===== src/antsup_defs.vh =====
// Constants for the active antenna supervisor.
// Assumes a 50 MHz system clock; included by bare name.
`ifndef ANTSUP_DEFS_VH
`define ANTSUP_DEFS_VH

// Antenna state codes
`define ST_INIT       2'h0
`define ST_OK         2'h1
`define ST_SHORT      2'h2
`define ST_OPEN       2'h3

// Feature summary bit positions
`define FEAT_AC       0
`define FEAT_SD       1
`define FEAT_OD       2
`define FEAT_POWER_DOWN 3
`define FEAT_RECOVERY   4
`define FEAT_W        5

// Retry delay: time in microseconds, cycles derived at 50 MHz
`define CLK_MHZ       50
`define RETRY_US      1000
`define RETRY_CYC     (`RETRY_US * `CLK_MHZ)
// Retest window after power is restored, in cycles
`define RETEST_CYC    16'h0010
// Startup sequence sample delay, in cycles
`define START_CYC     8'h08

`endif


===== src/antsup_sync.v =====
// Three-stage synchroniser for one pin input with agreement filter.
// Assumes the input is asynchronous to clk_i.
`timescale 1ns/1ns
`default_nettype none

module antsup_sync #(
  parameter RESET_VAL = 1'b1
) (
  // Clock and reset
  input  wire clk_i,
  input  wire rst_n_i,
  // Pin and filtered level
  input  wire pin_i,
  output reg  level_o
);

  reg s1_q;
  reg s2_q;
  reg s3_q;

  always @(posedge clk_i or negedge rst_n_i) begin
    if (!rst_n_i) begin
      s1_q    <= RESET_VAL;
      s2_q    <= RESET_VAL;
      s3_q    <= RESET_VAL;
      level_o <= RESET_VAL;
    end else begin
      s1_q <= pin_i;
      s2_q <= s1_q;
      s3_q <= s2_q;
      // Change counts only once two stages agree
      if (s2_q == s3_q) begin
        level_o <= s3_q;
      end
    end
  end

endmodule

`default_nettype wire


===== src/antenna_supervisor.v =====
// Active antenna supervisor: power-off pin, short and presence sensing,
// state tracking and report pulses.
// Assumes enable bits come from synchronous config logic on CLK_SYS_I;
// the sense pins are asynchronous and are synchronised here.
`timescale 1ns/1ns
`default_nettype none
`include "antsup_defs.vh"

module antenna_supervisor #(
  parameter RETRY_CYCLES = `RETRY_CYC
) (
  // Clock and reset
  input  wire       CLK_SYS_I,
  input  wire       RESETN_I,
  // Configuration bits
  input  wire       POWER_CONTROL_ENABLE_I,
  input  wire       FAULT_CHECK_ENABLE_I,
  input  wire       AUTO_RETRY_ENABLE_I,
  input  wire       PRESENCE_CHECK_ENABLE_I,
  // Antenna pins
  input  wire       ANTENNA_SHORT_N_I,
  input  wire       ANTENNA_PRESENT_SENSE_I,
  output reg        ANTENNA_POWER_OFF_O,
  // Reports
  output reg        SUPERVISOR_SUMMARY_REPORT_O,
  output reg  [4:0] SUMMARY_FEATURES_O,
  output reg        ANTENNA_STATE_REPORT_O,
  output reg  [1:0] REPORT_STATE_O,
  output reg  [1:0] ANTENNA_STATE_O,
  output reg        POWER_STATUS_ON_O
);

  localparam [1:0] SEQ_SUMMARY = 2'h0;
  localparam [1:0] SEQ_INIT    = 2'h1;
  localparam [1:0] SEQ_RUN     = 2'h2;
  localparam [1:0] SEQ_IDLE    = 2'h3;

  wire short_n_s;
  wire present_s;

  reg  [1:0]  seq_q;
  reg  [7:0]  start_cnt_q;
  reg  [31:0] retry_cnt_q;
  reg  [15:0] retest_cnt_q;
  reg         cut_q;
  reg         retesting_q;
  reg         latched_q;
  reg         fault_en_q;
  reg  [1:0]  state_q;
  reg  [1:0]  state_d;
  wire        short_now;
  wire        open_now;

  antsup_sync #(.RESET_VAL(1'b1)) u_sync_short (
    .clk_i   (CLK_SYS_I),
    .rst_n_i (RESETN_I),
    .pin_i   (ANTENNA_SHORT_N_I),
    .level_o (short_n_s)
  );

  antsup_sync #(.RESET_VAL(1'b1)) u_sync_present (
    .clk_i   (CLK_SYS_I),
    .rst_n_i (RESETN_I),
    .pin_i   (ANTENNA_PRESENT_SENSE_I),
    .level_o (present_s)
  );

  // short active low, only when enabled
  assign short_now = FAULT_CHECK_ENABLE_I && !short_n_s;
  // presence low means open; external drive assumed
  assign open_now  = PRESENCE_CHECK_ENABLE_I && !present_s;

  // latched short holds state until fault check or power control is disabled
  always @* begin
    state_d = state_q;
    if (latched_q) begin
      state_d = `ST_SHORT;
    end else if (cut_q) begin
      state_d = `ST_SHORT;
    end else if (short_now) begin
      state_d = `ST_SHORT;
    end else if (retesting_q && FAULT_CHECK_ENABLE_I) begin
      state_d = state_q;
    end else if (open_now) begin
      state_d = `ST_OPEN;
    end else begin
      state_d = `ST_OK;
    end
  end

  always @(posedge CLK_SYS_I or negedge RESETN_I) begin
    if (!RESETN_I) begin
      seq_q                       <= SEQ_SUMMARY;
      start_cnt_q                 <= 8'h00;
      retry_cnt_q                 <= 32'h00000000;
      retest_cnt_q                <= 16'h0000;
      cut_q                       <= 1'b0;
      retesting_q                 <= 1'b0;
      latched_q                   <= 1'b0;
      fault_en_q                  <= 1'b0;
      state_q                     <= `ST_INIT;
      ANTENNA_POWER_OFF_O         <= 1'b0;
      SUPERVISOR_SUMMARY_REPORT_O <= 1'b0;
      SUMMARY_FEATURES_O          <= 5'h00;
      ANTENNA_STATE_REPORT_O      <= 1'b0;
      REPORT_STATE_O              <= `ST_INIT;
      ANTENNA_STATE_O             <= `ST_INIT;
      POWER_STATUS_ON_O           <= 1'b1;
    end else begin
      SUPERVISOR_SUMMARY_REPORT_O <= 1'b0;
      ANTENNA_STATE_REPORT_O      <= 1'b0;
      fault_en_q                  <= FAULT_CHECK_ENABLE_I;
      case (seq_q)
        SEQ_SUMMARY: begin
          // Let synchronisers settle before the first judgement
          if (start_cnt_q == `START_CYC) begin
            if (POWER_CONTROL_ENABLE_I) begin
              SUPERVISOR_SUMMARY_REPORT_O       <= 1'b1;
              SUMMARY_FEATURES_O[`FEAT_AC]      <= 1'b1;
              SUMMARY_FEATURES_O[`FEAT_SD]      <= FAULT_CHECK_ENABLE_I;
              SUMMARY_FEATURES_O[`FEAT_OD]      <= PRESENCE_CHECK_ENABLE_I;
              SUMMARY_FEATURES_O[`FEAT_POWER_DOWN] <= AUTO_RETRY_ENABLE_I;
              SUMMARY_FEATURES_O[`FEAT_RECOVERY]   <= AUTO_RETRY_ENABLE_I;
              seq_q                             <= SEQ_INIT;
            end else begin
              seq_q <= SEQ_IDLE;
            end
          end else begin
            start_cnt_q <= start_cnt_q + 8'h01;
          end
        end
        SEQ_INIT: begin
          if (!POWER_CONTROL_ENABLE_I) begin
            seq_q <= SEQ_IDLE;
          end else begin
            // INIT report, then current state next cycle
            ANTENNA_STATE_REPORT_O <= 1'b1;
            REPORT_STATE_O         <= `ST_INIT;
            state_q                <= `ST_INIT;
            seq_q                  <= SEQ_RUN;
          end
        end
        SEQ_RUN: begin
          if (!POWER_CONTROL_ENABLE_I) begin
            ANTENNA_POWER_OFF_O <= 1'b0;
            POWER_STATUS_ON_O   <= 1'b1;
            cut_q               <= 1'b0;
            retesting_q         <= 1'b0;
            latched_q           <= 1'b0;
            state_q             <= `ST_INIT;
            ANTENNA_STATE_O     <= `ST_INIT;
            seq_q               <= SEQ_IDLE;
          end else begin
            // disabling fault check clears a held short
            if (fault_en_q && !FAULT_CHECK_ENABLE_I) begin
              latched_q <= 1'b0;
            end else if (short_now && !AUTO_RETRY_ENABLE_I) begin
              latched_q <= 1'b1;
            end
            if (cut_q) begin
              // wait out the retry delay with power off
              // Withdrawn retry or fault check ends the cut at once
              if (!AUTO_RETRY_ENABLE_I || !FAULT_CHECK_ENABLE_I ||
                  retry_cnt_q >= RETRY_CYCLES - 1) begin
                cut_q               <= 1'b0;
                retesting_q         <= 1'b1;
                retest_cnt_q        <= 16'h0000;
                ANTENNA_POWER_OFF_O <= 1'b0;
                POWER_STATUS_ON_O   <= 1'b1;
              end else begin
                retry_cnt_q <= retry_cnt_q + 32'h00000001;
              end
            end else if (short_now && AUTO_RETRY_ENABLE_I && !latched_q) begin
              cut_q               <= 1'b1;
              retesting_q         <= 1'b0;
              retry_cnt_q         <= 32'h00000000;
              ANTENNA_POWER_OFF_O <= 1'b1;
              POWER_STATUS_ON_O   <= 1'b0;
            end else if (retesting_q) begin
              // retest window lets the sense path settle
              if (retest_cnt_q == `RETEST_CYC) begin
                retesting_q <= 1'b0;
              end else begin
                retest_cnt_q <= retest_cnt_q + 16'h0001;
              end
            end
            // report only on a real change
            // current state always on a port
            if (state_d != state_q) begin
              ANTENNA_STATE_REPORT_O <= 1'b1;
              REPORT_STATE_O         <= state_d;
            end
            state_q         <= state_d;
            ANTENNA_STATE_O <= state_d;
          end
        end
        default: begin
          // idle until power control enabled, then restart sequence
          ANTENNA_POWER_OFF_O <= 1'b0;
          POWER_STATUS_ON_O   <= 1'b1;
          if (POWER_CONTROL_ENABLE_I) begin
            start_cnt_q <= `START_CYC;
            seq_q       <= SEQ_SUMMARY;
          end
        end
      endcase
    end
  end

endmodule

`default_nettype wire


===== config.mk =====
export PLATFORM = sky130hd
export DESIGN_NAME = antenna_supervisor
export DESIGN_NICKNAME = d
export VERILOG_FILES = /design/src/antsup_sync.v /design/src/antenna_supervisor.v
export VERILOG_INCLUDE_DIRS = /design/src /design/src/src
export SDC_FILE = /design/constraint.sdc
export NUM_CORES = 1
export LEC_CHECK = 0
export BUFFER_PORTS_ARGS = -buffer_cell sky130_fd_sc_hd__buf_2
export CAP_MARGIN = 20
export CORE_MARGIN = 5
export CORE_UTILIZATION = 55
export DETAILED_ROUTE_END_ITERATION = 16
export MAX_ROUTING_LAYER = met4
export PLACE_DENSITY = 0.82
export SLEW_MARGIN = 0
export SYNTH_ARGS = -nofsm -noshare
export SYNTH_HDL_FRONTEND = slang
export SYNTH_SLANG_ARGS = --single-unit

===== constraint.sdc =====
create_clock -name CLK_SYS_I -period 2.2 [get_ports CLK_SYS_I]
set_clock_uncertainty 0.05 [all_clocks]
set_input_delay 0.44 -clock CLK_SYS_I [delete_from_list [all_inputs] [get_ports CLK_SYS_I]]
set_output_delay 0.44 -clock CLK_SYS_I [all_outputs]
set_load 0.1 [all_outputs]

==> results of run 1 <==
==> cell usage after synthesis (3+ instances only) <==
master and number:
and4_1 4, and2_1 17, nor4_1 8, o211ai_1 3, nor2_1 23, or3_1 14
and3_1 9, dfstp_2 9, ha_1 9, o31ai_1 7, dfrtp_1 75, buf_2 3
mux2_2 4, a21oi_1 29, or4_1 5, xor2_1 12, clkbuf_1 12, nand3_1 21
nor3_1 10, inv_1 21, o22ai_1 5, o21ai_0 25, a211o_1 3, nand4_1 12
nand2b_1 4, nand2_1 32
==> flip-flops by register name (all words and copies together) (netlist names), 2 cells and up <==
register and count:
ANTENNA_STATE_O 2, REPORT_STATE_O 2, SUMMARY_FEATURES_O 4, retest_cnt_q 16, retry_cnt_q 32, seq_q 2
start_cnt_q 8, state_q 2
==> stage by stage <==
| step | cells | util [%] | setup WS (ns) | hold WS, ns | power (mW) |
|---|---|---|---|---|---|
| floorplan | 409 | - | 0.187 | 0.0944 | 3.44 |
| global placement | 535 | 61.1 | 0.0883 | 0.296 | 3.85 |
| detailed placement | 535 | 61.1 | 0.0246 | 0.297 | 3.92 |
| CTS | 551 | 63.4 | 0.0119 | 0.0639 | 4.90 |
| global route | 551 | 64.5 | 0.00355 | 0.0671 | 5.19 |
| finish | 551 | 64.5 | 0.0957 | 0.0416 | 4.91 |
==> cells by family after synthesis <==
kind of cell,after synthesis
simple gates,172
compound gates,85
flops,84
buf+inv,38
xor+xnor,13
fa+ha+maj,11
mux,6
==> power by group <==
group	switching [mW]	total, mW	internal [mW]	leakage, nW
Combinational	1.42	1.99	0.570	0.890
Clock	0.550	0.964	0.414	0.0835
Sequential	0.195	1.96	1.77	1.10
Total	2.16	4.91	2.75	2.07
==> placed cells by master, fill, tap and decap left out, types with 3 or more instances in the layout <==
cell / Yosys / routed
dfrtp_1: 75 / 75
nand2_1: 32 / 31
a21oi_1: 29 / 27
o21ai_0: 25 / 25
buf_4: 1 / 23
nor2_1: 23 / 22
nand3_1: 21 / 20
inv_1: 21 / 20
buf_2: 3 / 19
and2_1: 17 / 17
or3_1: 14 / 14
nand4_1: 12 / 12
xor2_1: 12 / 12
nor3_1: 10 / 10
dfstp_2: 9 / 9
clkbuf_8: 0 / 9
and3_1: 9 / 8
ha_1: 9 / 8
o31ai_1: 7 / 7
nor4_1: 8 / 6
o22ai_1: 5 / 5
or4_1: 5 / 5
mux2_2: 4 / 4
and4_1: 4 / 4
nand2b_1: 4 / 4
nor4_2: 1 / 3
o211ai_1: 3 / 3
a211o_1: 3 / 3
clkinv_4: 0 / 3
==> how the worst max path moves through the flow <==
stage	start	end	slack (ns)	cells past startpoint
after floorplan	seq_q[0]$_DFFE_PN0P_	retry_cnt_q[14]$_DFFE_PN0P_	0.19	8
after global placement	seq_q[0]$_DFFE_PN0P_	retry_cnt_q[11]$_DFFE_PN0P_	0.09	8
after detailed placement	retry_cnt_q[13]$_DFFE_PN0P_	retest_cnt_q[4]$_DFFE_PN0P_	0.02	5
after CTS	seq_q[0]$_DFFE_PN0P_	retry_cnt_q[6]$_DFFE_PN0P_	0.01	8
after global routing	seq_q[0]$_DFFE_PN0P_	retest_cnt_q[9]$_DFFE_PN0P_	0.004	7
final	seq_q[0]$_DFFE_PN0P_	retry_cnt_q[8]$_DFFE_PN0P_	0.1	8
==> metal layers <==
layer / share of wire (%) / global-route usage [%] / vias to the layer above
li1: - / - / 1542
met1: 45 / 27.3 / 1588
met2: 50 / 31.8 / 60
met3: 3.7 / 5.94 / 12
met4: 1.2 / 5.81 / 0
met5: 0 / - / -
==> worst reg2reg max path, stage by stage, from the launching register on <==
cell and delay (ns):
dfrtp_1 0.42, inv_2 0.10, ha_4 0.17, and3_4 0.19, nand4_1 0.09, a211o_1 0.34
buf_12 0.17, or3_1 0.37, a21oi_2 0.14
==> area by class of cell <==
cell class | instances | area share [%]
sequential | 84 | 45.4
multi-input combinational | 287 | 40.0
timing repair buffer | 44 | 6.61
clock buffer | 11 | 2.82
tap | 99 | 2.66
inverter | 21 | 1.69
clock inverter | 5 | 0.834
==> results.toml, run 1 <==
[worst_setup_path]
cp_slowest_cell = "dfrtp_1"
worstSetupPathType = "reg -> reg"
cp_cell_sequence = "inv_2 -> ha_4 -> and3_4 -> nand4_1 -> a211o_1 -> buf_12 -> or3_1 -> a21oi_2"
reg2reg_to = "retry_cnt_q[8]$_DFFE_PN0P_"
reg2regPathDepth = 8
cp_top_family = "simple AND/OR/NAND/NOR gates"
cp-end-kind = "flip-flop"
critPathArrivalTime_ns = 2.35
crit_fanout = 24
r2r_slack_ns = 0.1
required_ns = 2.44
r2r-start = "seq_q[0]$_DFFE_PN0P_"
worstSetupStartpointType = "flip-flop"
cp_num_buf_inv = 2
worst_path_largest_cell_delay_ns = 0.42

[synthesis]
synth_xor_area_share_pct = 2.81
yosysTopAreaCellShare_pct = 46.4
synth_seq_cells = 84
synth_area_leaders = "dfrtp_1, dfstp_2, a21oi_1"
synth_flop_cell = "dfrtp_1"
synth_edf_count = 0
yosys.area_share.adder_pct = 3.28
synth_cell_types = 52
yosysWarnings = 0
synth-simple-area-share_pct = 23.8
netlist_instances = 409
synth_compound_area_share_pct = 12.6
synthMuxAreaShare_pct = 1.61
avgSynthCellArea_um2 = 9.90
ys_seq_area_share_pct = 52.2
synth_top_area_cell = "dfrtp_1"
synth_area_um2 = 4050
syn_nets = 426
async_reset_ff_share_pct = 100
synth_top_family_by_area = "simple AND/OR/NAND/NOR gates"

[die]
rows = 31
die-area_um2 = 9170
die_w_um = 95.8
die_y_um = 95.8
io_pins = 21
start_util_pct = 56.1
design.core.area_um2 = 7210

[detailed_routing]
initialDrtViolationCount = 198
first_pass_iters = 4
routedWlPerCell_um = 15.2
vias = 3202
drc_errors = 0
wirelength_um = 8390
ant_nets = 0
vias_per_cell = 5.81

[run_status]
outcome = "finished clean"

[clock_tree]
clockRootBuffer = "clkbuf_8"
clk_latency_ns = 0.36
cts.sinks = 84
cts_made_buffers = 9
postCtsSetupRepairBufs = 0
clockBufferDepth = 2
ctsHtreeMaxLevel = 3
cts_resized = 0
tritoncts = "built"
path_clk_slew_ns = 0.08
holdBufCountCts = 0

[sta]
fin_tns_setup_ns = 0
fin_crit_ns = 2.10
rsz0062_at_grt = "no"
slew_headroom_pct = 60.9
setup_viol = 0
drv_slew = 0
fmax_mhz = 475
worst_pin_slew_ns = 0.586
finalHoldViolCount = 0
period_share_pct = 95.7

[global_routing]
grt_usage_pct = 20.8
overflow = 0
grt_pass1_wl_um = 14500
antenna_found_initial = 0
grt_max_degree = 85
grt_pass1_vias = 3112

[finish]
register_area_um2 = 2110
fillers = 583
area_delta_synth_final_pct = 15.0
n_antenna_cell = 0
fin_area_um2 = 4650
multi_input_area_um2 = 1860
final_net_count = 464
drive_gt1_share_pct = 19.7

[pwr]
power_density_nw_per_um2 = 1060
peakVddDrop_v = 0.000532
total_leakage_power_nw = 2.07

[place]
port_buffers = 20
place_hpwl_um = 5850
dpl_cell_area_um2 = 4410
gp_congestion = 0.868

[worst_hold_path]
hold_class = "in -> async"

[run]
maxCapViolCount = 0
Power figures use the tool's default switching activity.
==> run 2: changes to the inputs <==
Settings changed: BUFFER_PORTS_ARGS -buffer_cell sky130_fd_sc_hd__buf_2 to -buffer_cell sky130_fd_sc_hd__clkbuf_2, CAP_MARGIN 20 to not set.
==> run 2 against run 1 <==
  * Total power increased by 2.8%
  * Final cell count increased by 0.18%
  * Combinational power about the same
  * Die area unchanged
  * Final area increased by 1.6%
  * First-iteration DRC count decreased by 6.6%
  * Routed wire length increased by 6.2%
  * Critical endpoint is now retry_cnt_q[15]$_DFFE_PN0P_
  * Highest routed layer unchanged
==> results.toml, run 2 (synthesis results as in run 1) <==
[sta]
period_share_pct = 96.7
fin_crit_ns = 2.13
drv_slew = 0
slew_headroom_pct = 57.9
worst_pin_slew_ns = 0.631
fmax_mhz = 470
setup_viol = 0
setup_ws_ns = 0.0733
finalHoldViolCount = 0

[global_routing]
met3_usage_pct = 5.47
grt_max_degree = 38
grtUsageMet2_pct = 34.7
grt_pass1_wl_um = 15100
grt_pass1_vias = 3289
antenna_found_initial = 0
grt_usage_pct = 21.6
overflow = 0
met1_usage_pct = 26.9
grt.busiest_layer = "met2"

[clock_tree]
path_clk_slew_ns = 0.09
clockRootBuffer = "clkbuf_8"
cts_made_buffers = 9
clockBufferDepth = 2
ctsHtreeMaxLevel = 3
tritoncts = "built"
clk_latency_ns = 0.36
cts.sinks = 84

[detailed_routing]
first_pass_iters = 5
vias_per_cell = 5.92
wirelength_um = 8900
drc_errors = 0
routedWlPerCell_um = 16.1
initialDrtViolationCount = 185
vias = 3268
ant_nets = 0

[run_status]
outcome = "finished clean"

[finish]
n_antenna_cell = 0
largestRegisters = "retry_cnt_q: 32 flops, retest_cnt_q: 16 flops, start_cnt_q: 8 flops"
top_register = "retry_cnt_q"
fin_area_um2 = 4730
final_net_count = 465
area_delta_synth_final_pct = 16.8
final_common_cell = "dfrtp_1"
instances_no_fill = 552
drive_gt1_share_pct = 21.4
largest_reg_flops = 32
most-common-layout-cells = "dfrtp_1, nand2_1, o21ai_0"

[place]
dpl_cell_area_um2 = 4390
place_hpwl_um = 6180
gp_congestion = 0.927
place_ws_ns = -0.0376
port_buffers = 20
dp.cells = 533

[die]
rows = 31
die-area_um2 = 9170
io_pins = 21
start_util_pct = 56.1
die_w_um = 95.8
design.core.area_um2 = 7210
die_y_um = 95.8

[worst_setup_path]
reg2reg_to = "retry_cnt_q[15]$_DFFE_PN0P_"
critPathArrivalTime_ns = 2.37
worstSetupStartpointType = "flip-flop"
r2r_slack_ns = 0.07
r2r-start = "seq_q[0]$_DFFE_PN0P_"
crit_fanout = 15
required_ns = 2.45
cp-end-kind = "flip-flop"
worstSetupPathType = "reg -> reg"
reg2regPathDepth = 9

[pwr]
total_leakage_power_nw = 2.09
peakVddDrop_v = 0.000543
power_density_nw_per_um2 = 1070

[worst_hold_path]
hold_class = "in -> reg"
min_to = "u_sync_short.s1_q$_DFF_PN1_"
hold_depth = 1
min_from = "ANTENNA_SHORT_N_I"

[run]
maxCapViolCount = 0
==> run 2: changes by cell type in the layout (fill, tap and decap cells not counted), moves of 3 or more <==
cell / previous run / this run
a21oi_1: 27 / 24
a21oi_2: 2 / 5
buf_2: 19 / 0
clkbuf_2: 0 / 19
inv_6: 0 / 3
==> run 2: worst max-delay path by stage <==
stage                                            from                           end  slack [ns]  cells past startpoint
final                            seq_q[0]$_DFFE_PN0P_   retry_cnt_q[15]$_DFFE_PN0P_        0.07                      9
after detailed placement  retry_cnt_q[12]$_DFFE_PN0P_   retest_cnt_q[5]$_DFFE_PN0P_       -0.04                      5
after global routing             seq_q[0]$_DFFE_PN0P_  retest_cnt_q[13]$_DFFE_PN0P_       -0.01                      8
after CTS                        seq_q[0]$_DFFE_PN0P_  retest_cnt_q[13]$_DFFE_PN0P_        0.02                      8
after global placement    retry_cnt_q[12]$_DFFE_PN0P_   retest_cnt_q[3]$_DFFE_PN0P_        0.03                      5
after floorplan                  seq_q[0]$_DFFE_PN0P_   retry_cnt_q[14]$_DFFE_PN0P_        0.19                      8
==> run 2: layout make-up <==
cell class	count	area (um^2)
inverter	21	78.8
clock inverter	7	73.8
multi-input combinational	287	1880
timing repair buffer	45	335
sequential	84	2110
tap	99	124
fill	567	2490
clock buffer	9	124
==> run 2: per-layer routing <==
layer	vias up	part of all wire, %
met4	0	1.2
met3	16	4.7
li1	1543	-
met2	81	51
met5	-	0
met1	1628	43
==> run 2: timing repair <==
action                                  4_1_cts  5_1_grt
endpoints found under the hold margin         4        0
pin swaps                                     0        1
hold buffers                                  1        0
buffers inserted                              0        1
gates resized for setup                       1       20
endpoints found under the setup margin       14       27
gates cloned                                  0        1
==> run 2: metrics by stage <==
step | power, mW | setup TNS, ns | hold WS (ns) | util, %
finish | 5.05 | 0 | 0.102 | 65.5
detailed placement | 3.92 | -0.0645 | 0.299 | 60.9
CTS | 5.03 | 0 | 0.0811 | 63.8
global placement | 3.85 | 0 | 0.296 | 60.9
global route | 5.32 | -0.0200 | 0.0715 | 65.5
floorplan | 3.44 | 0 | 0.0944 | -
==> run 2: critical path, stage by stage (launching register included) <==
cell and delay [ns]:
dfrtp_1 0.44, inv_2 0.10, ha_4 0.16, and3_4 0.19, nand4_1 0.09, a211o_1 0.35, buf_4 0.16, clkbuf_16 0.16
nor3_1 0.22, o21a_1 0.14
==> run 2: report_power, final <==
| part | switching, mW | total, mW | internal [mW] |
|---|---|---|---|
| registers | 0.212 | 1.98 | 1.77 |
| logic | 1.42 | 1.98 | 0.565 |
| clock network | 0.644 | 1.09 | 0.450 |
| total | 2.27 | 5.05 | 2.78 |
